### config.mk
export PLATFORM = sky130hd
export DESIGN_NAME = cwpd_config_decode
export DESIGN_NICKNAME = d
export VERILOG_FILES = /design/src/cwpd_config_decode.v
export VERILOG_INCLUDE_DIRS = /design/src
export SDC_FILE = /design/constraint.sdc
export NUM_CORES = 1
export LEC_CHECK = 0
export ABC_AREA = 1
export BUFFER_PORTS_ARGS = -buffer_cell sky130_fd_sc_hd__buf_4
export CAP_MARGIN = 0
export CORE_MARGIN = 2
export CORE_UTILIZATION = 60
export CTS_CLUSTER_DIAMETER = 150
export DETAILED_ROUTE_END_ITERATION = 10
export GPL_ROUTABILITY_DRIVEN = 0
export PLACE_DENSITY = 0.82
export SETUP_SLACK_MARGIN = 0.2
export SLEW_MARGIN = 30
export SYNTH_ARGS = -nofsm -noshare
export SYNTH_HDL_FRONTEND = slang
export SYNTH_SLANG_ARGS = --single-unit
### constraint.sdc
create_clock -name pclk -period 2.9 [get_ports pclk]
set_clock_uncertainty 0.2 [all_clocks]
set_input_delay 0.435 -clock pclk [delete_from_list [all_inputs] [get_ports pclk]]
set_output_delay 0.435 -clock pclk [all_outputs]
set_load 0.05 [all_outputs]
### src/cwpd_map.vh
// Address map, field positions, reset values and codes of the configuration word decoder.
`ifndef CWPD_MAP_VH
`define CWPD_MAP_VH
// ----------------------------------------
// APB byte offsets
// ----------------------------------------
`define CWPD_OFF_CTRL 12'h000
`define CWPD_OFF_STATUS 12'h004
`define CWPD_OFF_CFG1 12'h008
`define CWPD_OFF_CFG2 12'h00C
`define CWPD_OFF_IDENT 12'h010
`define CWPD_OFF_EXT_ADDR 12'h014
`define CWPD_OFF_EXT_WDATA 12'h018
`define CWPD_OFF_EXT_CMD 12'h01C
`define CWPD_OFF_EXT_RDATA 12'h020
`define CWPD_OFF_CPU_ADDR 12'h024
`define CWPD_OFF_CPU_CMD 12'h028
`define CWPD_OFF_CPU_RESULT 12'h02C
// ----------------------------------------
// Configuration space word addresses
// ----------------------------------------
`define CWPD_USERID_BASE 16'h8000
`define CWPD_USERID_LAST 16'h8003
`define CWPD_IDENT_ADDR 16'h8006
`define CWPD_CFG1_ADDR 16'h8007
`define CWPD_CFG2_ADDR 16'h8008
`define CWPD_PROG_LAST 16'h7FFF
`define CWPD_EE_BASE 16'hF000
// ----------------------------------------
// Field positions
// ----------------------------------------
`define CWPD_CFG1_DATA_GUARD 8
`define CWPD_CFG1_PROG_GUARD 7
`define CWPD_CFG2_LVP 13
`define CWPD_CFG2_DEBUG 12
`define CWPD_CFG2_BROWNOUT 10
`define CWPD_CFG2_STACK 9
`define CWPD_CFG2_PLL 8
`define CWPD_CFG2_FIXED_ONES 14'h08EC
`define CWPD_CFG2_PROG_MASK 14'h3713
// ----------------------------------------
// Reset values and codes
// ----------------------------------------
`define CWPD_CFG_ERASED 14'h3FFF
`define CWPD_PART_CODE 9'h0_0A5
`define CWPD_STEP_CODE 5'h0_3
`define CWPD_WRT_NONE 2'h3
`define CWPD_WRT_LIM_HALF 16'h01FF
`define CWPD_WRT_LIM_QUART 16'h03FF
`define CWPD_WRT_LIM_ALL 16'h07FF
`define CWPD_OSC_ECH 3'h7
`define CWPD_OSC_ECM 3'h6
`define CWPD_OSC_ECL 3'h5
`define CWPD_OSC_INT 3'h4
`define CWPD_OSC_RC 3'h3
`define CWPD_OSC_HS 3'h2
`define CWPD_OSC_XT 3'h1
`define CWPD_OSC_LP 3'h0
`endif

### src/cwpd_config_decode.v
// Configuration word decoder with code protection and self-write guard over APB.
//
// Design decision made here: the APB interface to the registers.
`include "cwpd_map.vh"
`default_nettype none
module cwpd_config_decode (
	// APB slave
	input wire pclk,
	input wire presetn,
	input wire psel,
	input wire penable,
	input wire pwrite,
	input wire [11:0] paddr,
	input wire [31:0] pwdata,
	input wire [3:0] pstrb,
	output reg [31:0] prdata,
	output reg pready,
	output reg pslverr,
	// Programming entry pins
	input wire lvp_entry_pin,
	input wire hv_entry_pin,
	// Decoded selections
	output reg ext_clock_high,
	output reg ext_clock_medium,
	output reg ext_clock_low,
	output reg internal_osc,
	output reg resistor_capacitor_osc,
	output reg high_gain_crystal,
	output reg medium_gain_crystal,
	output reg low_gain_watch_crystal,
	output reg clock_input_pin_is_io,
	output reg crystal_pins_active,
	output reg low_volt_prog_enable,
	output reg debug_pins_dedicated,
	output reg brownout_level_select,
	output reg stack_fault_reset_enable,
	output reg freq_multiplier_enable,
	output reg prog_session_active,
	// Non-volatile word bus to the memory array
	output reg nvm_req,
	output reg nvm_we,
	output reg [15:0] nvm_addr,
	output reg [13:0] nvm_wdata,
	input wire [13:0] nvm_rdata
);

// ----------------------------------------
// Declarations
// ----------------------------------------
reg lvp_s1_reg, lvp_s2_reg, hv_s1_reg, hv_s2_reg;
reg [13:0] cfg1_reg, cfg2_reg;
reg [1:0] load_reg;
reg in_lvp_reg, in_hv_reg;
reg [13:0] user_id_reg [0:3];
reg [15:0] ext_addr_reg, cpu_addr_reg;
reg [13:0] ext_wdata_reg, ext_rdata_reg;
reg [2:0] ext_stat_reg, cpu_stat_reg;
reg [1:0] st_reg;
reg [1:0] who_reg;
reg [31:0] rd_next;
wire wr_en, rd_en;
wire [2:0] osc_field;
wire [1:0] wrt_field;
wire ext_prog, ext_ee, ext_uid, cpu_prog, cpu_ee, cpu_uid;
wire prog_guard_on, ee_guard_on, cpu_wr_blocked;
integer i;
localparam ST_IDLE = 2'd0;
localparam ST_LOAD = 2'd1;
localparam ST_RUN = 2'd2;
localparam ST_ACC = 2'd3;

// ----------------------------------------
// Pin synchronisers
// ----------------------------------------
always @(posedge pclk or negedge presetn) begin
	if (!presetn) begin
		lvp_s1_reg <= 1'b0;
		lvp_s2_reg <= 1'b0;
		hv_s1_reg <= 1'b0;
		hv_s2_reg <= 1'b0;
	end else begin
		lvp_s1_reg <= lvp_entry_pin;
		lvp_s2_reg <= lvp_s1_reg;
		hv_s1_reg <= hv_entry_pin;
		hv_s2_reg <= hv_s1_reg;
	end
end

// ----------------------------------------
// Decode helpers
// ----------------------------------------
assign wr_en = psel && penable && pwrite;
assign rd_en = psel && !penable && !pwrite;
assign osc_field = cfg1_reg[2:0];
assign wrt_field = cfg2_reg[1:0];
assign prog_guard_on = !cfg1_reg[`CWPD_CFG1_PROG_GUARD];
assign ee_guard_on = !cfg1_reg[`CWPD_CFG1_DATA_GUARD];
assign ext_prog = ext_addr_reg <= `CWPD_PROG_LAST;
assign ext_ee = ext_addr_reg >= `CWPD_EE_BASE;
assign ext_uid = ext_addr_reg >= `CWPD_USERID_BASE && ext_addr_reg <= `CWPD_USERID_LAST;
assign cpu_prog = cpu_addr_reg <= `CWPD_PROG_LAST;
assign cpu_ee = cpu_addr_reg >= `CWPD_EE_BASE;
assign cpu_uid = cpu_addr_reg >= `CWPD_USERID_BASE && cpu_addr_reg <= `CWPD_USERID_LAST;
// Self-write guard: 11 none, 10 to 1FFh, 01 to 3FFh, 00 to 7FFh.
assign cpu_wr_blocked = cpu_prog && (
	(wrt_field == 2'b10 && cpu_addr_reg <= `CWPD_WRT_LIM_HALF) ||
	(wrt_field == 2'b01 && cpu_addr_reg <= `CWPD_WRT_LIM_QUART) ||
	(wrt_field == 2'b00 && cpu_addr_reg <= `CWPD_WRT_LIM_ALL));

// ----------------------------------------
// Read mux
// ----------------------------------------
always @* begin
	rd_next = 32'h0000_0000;
	case (paddr)
	`CWPD_OFF_CTRL: rd_next = {30'h0000_0000, in_hv_reg, in_lvp_reg};
	`CWPD_OFF_STATUS: rd_next = {26'h0000_000, cpu_stat_reg, ext_stat_reg};
	`CWPD_OFF_CFG1: rd_next = {18'h0_0000, cfg1_reg};
	`CWPD_OFF_CFG2: rd_next = {18'h0_0000, cfg2_reg | `CWPD_CFG2_FIXED_ONES};
	`CWPD_OFF_IDENT: rd_next = {18'h0_0000, `CWPD_PART_CODE, `CWPD_STEP_CODE};
	`CWPD_OFF_EXT_ADDR: rd_next = {16'h0000, ext_addr_reg};
	`CWPD_OFF_EXT_WDATA: rd_next = {18'h0_0000, ext_wdata_reg};
	`CWPD_OFF_EXT_RDATA: rd_next = {18'h0_0000, ext_rdata_reg};
	`CWPD_OFF_CPU_ADDR: rd_next = {16'h0000, cpu_addr_reg};
	default: rd_next = 32'h0000_0000;
	endcase
end

// ----------------------------------------
// Main sequencer
// ----------------------------------------
// Status codes: 1 done, 2 refused by guard; code 3 is never set.
always @(posedge pclk or negedge presetn) begin
	if (!presetn) begin
		st_reg <= ST_IDLE;
		load_reg <= 2'd0;
		cfg1_reg <= `CWPD_CFG_ERASED;
		cfg2_reg <= `CWPD_CFG_ERASED;
		in_lvp_reg <= 1'b0;
		in_hv_reg <= 1'b0;
		ext_addr_reg <= 16'h0000;
		cpu_addr_reg <= 16'h0000;
		ext_wdata_reg <= 14'h0000;
		ext_rdata_reg <= 14'h0000;
		ext_stat_reg <= 3'd0;
		cpu_stat_reg <= 3'd0;
		who_reg <= 2'd0;
		nvm_req <= 1'b0;
		nvm_we <= 1'b0;
		nvm_addr <= 16'h0000;
		nvm_wdata <= 14'h0000;
		prdata <= 32'h0000_0000;
		pready <= 1'b0;
		pslverr <= 1'b0;
		prog_session_active <= 1'b0;
		for (i = 0; i < 4; i = i + 1) begin
			user_id_reg[i] <= 14'h0000;
		end
	end else begin
		pready <= psel && !penable;
		pslverr <= 1'b0;
		if (rd_en) begin
			prdata <= rd_next;
		end
		if (psel && !penable && paddr > `CWPD_OFF_CPU_RESULT) begin
			pslverr <= 1'b1;
		end
		nvm_req <= 1'b0;
		case (st_reg)
		ST_IDLE: begin
			// Both words are fetched once after reset and then frozen.
			nvm_req <= 1'b1;
			nvm_we <= 1'b0;
			nvm_addr <= `CWPD_CFG1_ADDR;
			load_reg <= 2'd0;
			st_reg <= ST_LOAD;
		end
		ST_LOAD: begin
			if (load_reg == 2'd0) begin
				cfg1_reg <= nvm_rdata;
				nvm_req <= 1'b1;
				nvm_addr <= `CWPD_CFG2_ADDR;
				load_reg <= 2'd1;
			end else begin
				cfg2_reg <= nvm_rdata;
				in_lvp_reg <= lvp_s2_reg && nvm_rdata[`CWPD_CFG2_LVP];
				in_hv_reg <= hv_s2_reg;
				prog_session_active <= hv_s2_reg || (lvp_s2_reg && nvm_rdata[`CWPD_CFG2_LVP]);
				st_reg <= ST_RUN;
			end
		end
		ST_ACC: begin
			if (who_reg == 2'd1) begin
				ext_rdata_reg <= nvm_rdata;
				ext_stat_reg <= 3'd1;
			end else begin
				cpu_stat_reg <= 3'd1;
			end
			st_reg <= ST_RUN;
		end
		default: begin
			if (wr_en && paddr == `CWPD_OFF_EXT_ADDR) begin
				ext_addr_reg <= pwdata[15:0];
			end
			if (wr_en && paddr == `CWPD_OFF_EXT_WDATA) begin
				ext_wdata_reg <= pwdata[13:0];
			end
			if (wr_en && paddr == `CWPD_OFF_CPU_ADDR) begin
				cpu_addr_reg <= pwdata[15:0];
			end
			if (wr_en && paddr == `CWPD_OFF_EXT_CMD) begin
				// External party: bit0 read, bit1 write.
				if (!prog_session_active) begin
					ext_stat_reg <= 3'd2;
				end else if (ext_addr_reg == `CWPD_IDENT_ADDR && pwdata[1]) begin
					ext_stat_reg <= 3'd2;
				end else if (ext_prog && prog_guard_on) begin
					ext_rdata_reg <= 14'h0000;
					ext_stat_reg <= 3'd2;
				end else if (ext_ee && ee_guard_on) begin
					ext_rdata_reg <= 14'h0000;
					ext_stat_reg <= 3'd2;
				end else if (pwdata[1] && ext_addr_reg == `CWPD_CFG2_ADDR && in_lvp_reg
					&& !ext_wdata_reg[`CWPD_CFG2_LVP]) begin
					ext_stat_reg <= 3'd2;
				end else if (ext_uid && pwdata[1]) begin
					user_id_reg[ext_addr_reg[1:0]] <= ext_wdata_reg;
					ext_stat_reg <= 3'd1;
				end else if (ext_uid) begin
					ext_rdata_reg <= user_id_reg[ext_addr_reg[1:0]];
					ext_stat_reg <= 3'd1;
				end else if (ext_addr_reg == `CWPD_IDENT_ADDR) begin
					ext_rdata_reg <= {`CWPD_PART_CODE, `CWPD_STEP_CODE};
					ext_stat_reg <= 3'd1;
				end else if (pwdata[0] || pwdata[1]) begin
					nvm_req <= 1'b1;
					nvm_we <= pwdata[1];
					nvm_addr <= ext_addr_reg;
					nvm_wdata <= (ext_addr_reg == `CWPD_CFG2_ADDR) ?
						(ext_wdata_reg & `CWPD_CFG2_PROG_MASK) : ext_wdata_reg;
					who_reg <= 2'd1;
					st_reg <= ST_ACC;
				end
			end else if (wr_en && paddr == `CWPD_OFF_CPU_CMD) begin
				// Internal CPU: reads never guarded, writes refused by the self-guard and at the identity word.
				if (pwdata[1] && (cpu_wr_blocked || cpu_addr_reg == `CWPD_IDENT_ADDR)) begin
					cpu_stat_reg <= 3'd2;
				end else if (cpu_uid && pwdata[1]) begin
					user_id_reg[cpu_addr_reg[1:0]] <= pwdata[29:16];
					cpu_stat_reg <= 3'd1;
				end else if (cpu_uid) begin
					ext_rdata_reg <= user_id_reg[cpu_addr_reg[1:0]];
					cpu_stat_reg <= 3'd1;
				end else if (pwdata[0] || pwdata[1]) begin
					nvm_req <= 1'b1;
					nvm_we <= pwdata[1];
					nvm_addr <= cpu_addr_reg;
					nvm_wdata <= pwdata[29:16];
					who_reg <= 2'd2;
					st_reg <= ST_ACC;
				end
			end
		end
		endcase
	end
end

// ----------------------------------------
// Selection outputs from latched words
// ----------------------------------------
always @(posedge pclk or negedge presetn) begin
	if (!presetn) begin
		ext_clock_high <= 1'b0;
		ext_clock_medium <= 1'b0;
		ext_clock_low <= 1'b0;
		internal_osc <= 1'b0;
		resistor_capacitor_osc <= 1'b0;
		high_gain_crystal <= 1'b0;
		medium_gain_crystal <= 1'b0;
		low_gain_watch_crystal <= 1'b0;
		clock_input_pin_is_io <= 1'b0;
		crystal_pins_active <= 1'b0;
		low_volt_prog_enable <= 1'b0;
		debug_pins_dedicated <= 1'b0;
		brownout_level_select <= 1'b0;
		stack_fault_reset_enable <= 1'b0;
		freq_multiplier_enable <= 1'b0;
	end else begin
		ext_clock_high <= osc_field == `CWPD_OSC_ECH;
		ext_clock_medium <= osc_field == `CWPD_OSC_ECM;
		ext_clock_low <= osc_field == `CWPD_OSC_ECL;
		internal_osc <= osc_field == `CWPD_OSC_INT;
		clock_input_pin_is_io <= osc_field == `CWPD_OSC_INT;
		resistor_capacitor_osc <= osc_field == `CWPD_OSC_RC;
		high_gain_crystal <= osc_field == `CWPD_OSC_HS;
		medium_gain_crystal <= osc_field == `CWPD_OSC_XT;
		low_gain_watch_crystal <= osc_field == `CWPD_OSC_LP;
		crystal_pins_active <= osc_field <= `CWPD_OSC_HS;
		low_volt_prog_enable <= cfg2_reg[`CWPD_CFG2_LVP];
		debug_pins_dedicated <= !cfg2_reg[`CWPD_CFG2_DEBUG];
		brownout_level_select <= cfg2_reg[`CWPD_CFG2_BROWNOUT];
		stack_fault_reset_enable <= cfg2_reg[`CWPD_CFG2_STACK];
		freq_multiplier_enable <= cfg2_reg[`CWPD_CFG2_PLL];
	end
end

endmodule
`default_nettype wire

# Word-level counts from Yosys, hierarchy flattened
# Cells that the tools add are included.
[classes] n_lt_le_gt_ge=16 n_eq_ne=83 mux=154 bitwise=7 n_reduce_logical=76
[ops] operator="2-to-1 mux 56 bit" n=10
[ops] operator="2-to-1 mux 14 bit" n=35
[ops] operator="2-to-1 mux 16 bit" n=16
[ops] operator="case mux 16 bit (9 select lines)" n=1
[ops] operator="bitwise mux 56 bit" n=2
[ops] operator="2-to-1 mux 2 bit" n=31
[ops] operator="binary-select mux 14 bit (select 2 bit)" n=2
[ops] operator="demux 14 bit (select 2 bit)" n=2
[ops] operator="inequality test 5 x 2 -> 1 bit, second input constant" n=10
[ops] operator="== test 12 x 5 -> 1 bit, second input constant" n=4
[ops] operator="== test 16 bit, second input constant" n=3
[ops] operator=">= comparator 16 bit, second input constant" n=3
[ops] operator="2-to-1 mux 3 bit" n=16
[ops] operator="case mux 16 bit (3 select lines)" n=1
[ops] operator="inequality test 3 x 2 -> 1 bit, second input constant" n=14
[ops] operator="inequality test 4 x 2 -> 1 bit, second input constant" n=10
[ops] operator="== test 12 x 6 -> 1 bit, second input constant" n=3
[ops] operator="<= comparator 16 x 15 -> 1 bit, second input constant" n=2
[ops] operator="<= comparator 16 bit, second input constant" n=2
[ops] operator="2-to-1 mux 1 bit" n=30
[ops] operator="logical AND 1 bit" n=28
[ops] operator="inequality test 2 bit, second input constant" n=14
[ops] operator="case mux 14 bit (2 select lines)" n=1
[ops] operator="AND reduction 13 bit" n=2
[ops] operator="48 further kinds" n=94
[totals] ff_bits=243 in_bits=69 elab_cells=379

# Logic depth before layout (Yosys ltp)
[depth] depth_word=13 depth_mapped=15

# Least setup slack after synthesis
# OpenSTA, ideal clock, no wires.
[synth_timing] kind="in2reg" start="input port paddr[11]" end="register user_id_reg[10] (netlist name)" setup_time_ns=0.113 t_arrival_ns=1.807 required_time_ns=2.587 path_slack_ns=0.780 path_stages=14 path_buffers=2 path_cell_list="nor2_2 -> nand2_2 -> nor2_2 -> nand3_1 -> nor2_1 -> nand2_1 -> nand2_2 -> nand2_2 -> nor2_8 -> buf_6 -> buf_6 -> nand4_1 -> nand2_1 -> inv_1"
[synth_via] elab_chain_len=4
[synth_rtl] item="start: declaration" line_no="cwpd_config_decode.v:13" source="input wire [11:0] paddr,"
[synth_rtl] item="== test 12 x 5 -> 1 bit (no line) / == test 12 x 6 -> 1 bit (equally long branches)"
[synth_rtl] item="logical AND 1 bit (no line)"
[synth_rtl] item="inequality test 2 x 1 -> 1 bit (no line) (tied with other cells)"
[synth_rtl] item="AND reduction 10 bit (no line)"
[synth_rtl] item="end signal: indexed assignment" line_no="cwpd_config_decode.v:227" source="user_id_reg[ext_addr_reg[1:0]] <= ext_wdata_reg;"
[synth_rtl] item="end signal: indexed assignment" line_no="cwpd_config_decode.v:249" source="user_id_reg[cpu_addr_reg[1:0]] <= pwdata[29:16];"
[synth_rtl] item="end: declaration" line_no="cwpd_config_decode.v:54" source="reg [13:0] user_id_reg [0:3];"
# Parallel ways exist; a longest one is shown, timed or not.
# A chain may end at the register's enable or synchronous reset.

# Final worst setup path
[layout_timing] start="register cfg2_reg[1]" end="register user_id_reg[21] (netlist name)"
[layout_via] elab_chain_len=9
[layout_rtl] item="start: declaration" line_no="cwpd_config_decode.v:51" source="reg [13:0] cfg1_reg, cfg2_reg;"
[layout_rtl] item="start signal: assignment" line_no="cwpd_config_decode.v:138" source="cfg2_reg <= `CWPD_CFG_ERASED;"
[layout_rtl] item="start signal: assignment" line_no="cwpd_config_decode.v:185" source="cfg2_reg <= nvm_rdata;"
[layout_rtl] item="== test 2 bit / == test 2 x 1 -> 1 bit (equally long branches)" line_no="cwpd_config_decode.v:106, cwpd_config_decode.v:107"
[layout_rtl] item="logical AND 1 bit (no line)"
[layout_rtl] item="logical OR 1 bit" line_no="cwpd_config_decode.v:106" source="(wrt_field == 2'b10 && cpu_addr_reg <= `CWPD_WRT_LIM_HALF) ||"
[layout_rtl] item="logical OR 1 bit (*)" line_no="cwpd_config_decode.v:106"
[layout_rtl] item="logical AND 1 bit (*)" line_no="cwpd_config_decode.v:105" source="assign cpu_wr_blocked = cpu_prog && ("
[layout_rtl] item="logical OR 1 bit (no line) (*)"
[layout_rtl] item="logical AND 1 bit (*)" line_no="cwpd_config_decode.v:246" source="if (pwdata[1] && (cpu_wr_blocked || cpu_addr_reg == `CWPD_IDENT_ADDR)) begin"
[layout_rtl] item="inequality test 2 bit (no line) (*)"
[layout_rtl] item="AND reduction 10 bit (no line) (*)"
# Mark *: on every way between the ends. The rest lies on a longest branch, timed or not.

==> summary.txt <==
Finish
  • Fillers: ~1700
  • Area Overhead vs Synth: 18.2%
  • Post-layout nets: roughly 2000
  • Share of cells above drive strength 1: 0.154
  • Post-route cell area: 15300 µm²
  • Number of flip-flops in the largest register: 56

Pwr
  • Pwr dens: 443 nW/µm²
  • Psw: roughly 1.7 mW
  • Sequential share of power: 0.460
  • Clk pwr share: 0.470
  • Leak pwr: 7.92 nW
  • Peak VDD IR: 0.000543 V
  • Comb power frac: 0.071
  • Internal Power: 5.12 mW
  • Sw Share: 0.246

Clocking
  • H-tree levels: 1
  • CTS tree: built
  • Clock root cell: clkbuf_16
  • Setup bufs post-CTS: 0
  • Number of CTS-inserted buffers: 24
  • Latest clock arrival within the worst-skew pair: 530 ps
  • Worst-path clk slew: 60 ps
  • Clock tree sinks: 218
  • CTS Buffer Depth: 3

GRT
  • Number of global-route vias before repair: ~13000
  • Global route total overflow: 0
  • Largest net degree at the start of global routing: 74
  • Global-route wire length before repair: slightly below 70 mm
  • Initial antenna violation count: 0
  • Total GRT Usage: 0.389

Routing
  • Met3 wire len: ~5.8 mm
  • Highest routed metal layer: met5
  • DR vias: 13600
  • Met2 wire length: roughly 18 mm
  • DR iter-0 viols: 2086
  • DRC: 0
  • Vias/cell: 5.98
  • Post-route ant nets: 0
  • Met1 Wirelength: 16.4 mm
  • WL per Instance: just under 20 µm
  • First-pass detailed-route iteration total: 9
  • Routed WL: 43.9 mm

Setup path
  • Crit path cell chain: inv_1 -> nand2_1 -> nand2_1 -> nand2_1 -> nor2_1 -> nand2_1 -> nand2_1 -> nand2_2 -> nand2_2 -> nor2_8 -> nand3_2 -> nand2_1 -> nand2_1 -> inv_1
  • Slowest cell on crit path: dfstp_2
  • Largest delay share family, worst path: simple AND/OR/NAND/NOR gates
  • Most frequent CP cell: nand2_1
  • CP bufs+invs: 2
  • Slowest stage delay, CP: 590 ps
  • WS Path Type: register to register
  • Crit. End Element: register
  • Worst endpoint required time: 3170 ps
  • Largest fanout on the critical path: 19
  • Worst endpoint data arrival time: roughly 3000 ps
  • CP startpoint kind: register

Synthesis
  • Post-Syn Instances: 1840
  • Number of synthesis warnings: 0
  • XOR/XNOR Fraction of Synth Area: 0
  • Post-synthesis mux area share: 0
  • Post-Synth Adder-Cell Area: 0
  • Yosys cell types: 43
  • Flops & latches, synth: approximately 220
  • Simple-gate share of the synthesized area: 0.311
  • Part of the Yosys area used for sequential elements: 0.422
  • Mapped Area: 13000 µm²
  • Largest family of logic cells by synthesized area: simple AND/OR/NAND/NOR gates
  • Compound-Gate Fraction of Synth Area: 0.133
  • Syn_area_per_cell: between 7 and 8 µm²

STA
  • Slew HR: 0.550
  • Final Max Tran Viols: 0
  • Final setup TNS: 0 ps
  • Measured slew at the worst slew-check pin: 674 ps
  • Final min period: roughly 2700 ps
  • Final hold vios: 0
  • Final Setup Violations: 0
  • Final Cycle Share: 0.941
  • RSZ-0062 raised after global routing: yes
  • Max Fclk: 0.367 GHz

Die
  • Die area: about 23000 µm²
  • CORE AREA: 21200 µm²
  • Width of the die: 151 µm
  • Io pins: between 150 and 200
  • Placement Rows: between 50 and 60
  • Initial cell density of the core: 0.614
  • Die Ht: 151 µm

Hold path
  • Min-delay worst type: primary input to register

Place
  • I/O Buffers: 128
  • Placement Cell Area: 14300 µm²
  • HPWL after DPL: 31.4 mm

Run
  • MaxCap Viol Count: 0

Run status
  • Status: complete, no violations
==> path summary, 6_finish.rpt <==
check	startpoint	endpoint	slack, ps	depth (start not counted)
max	cfg2_reg[1]	user_id_reg[21]	170	14
min	nvm_rdata[8]	cfg2_reg[8]	10	3
max reg2reg	cfg2_reg[1]	user_id_reg[21]	170	14
min reg2reg	hv_s1_reg	hv_s2_reg	160	0
max in group asynchronous	presetn	ext_wdata_reg[11]	1480	3
min in group asynchronous	presetn	ext_rdata_reg[2]	250	2
==> synthesized netlist by cell type <==
cell	number	area, µm²
a21oi_1	70	350
a221oi_1	1	8.76
a22o_1	2	17.5
a22oi_1	7	52.6
a31oi_1	3	18.8
and2_1	1	6.26
buf_1	5	18.8
buf_2	26	130
buf_4	23	173
buf_6	8	90.1
clkbuf_1	39	146
conb_1	1	3.75
dfrtp_1	196	4900
dfstp_2	22	578
inv_1	298	1120
inv_2	11	41.3
nand2_1	475	1780
nand2_2	8	50.1
nand2_4	2	22.5
nand3_1	147	736
nand3_2	6	60.1
nand3b_1	4	30.0
nand4_1	67	419
nand4_2	1	12.5
nand4_4	1	21.3
nor2_1	139	522
nor2_2	12	75.1
nor2_4	7	78.8
nor2_8	1	20.0
nor3_1	36	180
nor3_2	1	10.0
nor3_4	1	16.3
o2111ai_1	15	131
o211ai_1	2	15.0
o21a_1	1	7.51
o21ai_0	134	671
o21ai_1	3	15.0
o21ai_2	1	8.76
o21ai_4	1	16.3
o21ba_2	1	10.0
o221ai_1	7	61.3
o22ai_1	46	288
o31ai_1	8	60.1
==> power groups by stage <==
| stage | registers (mW) | clock network (mW) | logic, mW |
|---|---|---|---|
| detailed placement | 3.18 | 0 | 0.455 |
| finish | 3.12 | 3.19 | 0.481 |
| CTS | 3.12 | 3.20 | 0.477 |
| global route | 3.12 | 3.32 | 0.520 |
| floorplan | 3.23 | 0 | 0.185 |
| global placement | 3.17 | 0 | 0.449 |
==> cell type report <==
type / instances / area, µm² / area share
multi-input combinational: 1227 / 5830 / 0.380
sequential: 218 / 5480 / 0.357
antenna: 1 / 2.50 / 0.000163
clock inverter: 16 / 188 / 0.0122
tap: 275 / 344 / 0.0224
clock buffer: 28 / 646 / 0.0421
inverter: 309 / 1160 / 0.0756
timing repair buffer: 207 / 1680 / 0.110
==> worst reg2reg max path: cells and delay by family, from the launching register on <==
family | cells | cell delay (ps)
buffers and inverters | 2 | 210
flip-flops | 1 | 590
AND/OR/NAND/NOR | 12 | 1690
==> per-stage QoR <==
stage / utilization / cells / total power, mW / hold slack (ps) / worst slack, ps
after floorplan: - / 1855 / 3.41 / -60.6 / 780
after global placement: 0.677 / 2218 / 3.62 / 136 / 135
after detailed placement: 0.677 / 2218 / 3.63 / 135 / 90.7
after CTS: 0.725 / 2280 / 6.80 / 1.40 / 265
after global routing: 0.725 / 2280 / 6.97 / 19.1 / 88.4
final: 0.725 / 2281 / 6.79 / 10.3 / 172
==> repair_timing <==
action | 4_1_cts | 5_1_grt
hold buffers | 18 | 0
resized for setup | 0 | 0
setup endpoints to repair | 0 | 49
endpoints found under the hold margin | 70 | 0
==> cells in the final DEF, fill, tap and decap left out, types with 22 or more instances in the layout <==
cell and instances:
nand2_1 475, inv_1 298, dfrtp_1 196, buf_4 182, nand3_1 147, nor2_1 139, o21ai_0 134, a21oi_1 70
nand4_1 67, o22ai_1 46, nor3_1 36, clkbuf_16 24, dfstp_2 22
==> kinds of logic (layout without fill, tap and decap cells) <==
kind of cell           count (synthesis)  in the layout
DFF                                  218            218
AOI/OAI and AO/OA                    302            302
and+or+nand+nor                      909            909
other                                  1             17
buffers and inverters                410            560
==> routing by layer <==
layer / vias up / global-route usage
li1: 6212 / -
met1: 6153 / 0.515
met2: 1015 / 0.573
met3: 250 / 0.104
met4: 2 / 0.231
met5: - / 0.0227
Note: power is estimated with default switching activity, not from simulation.
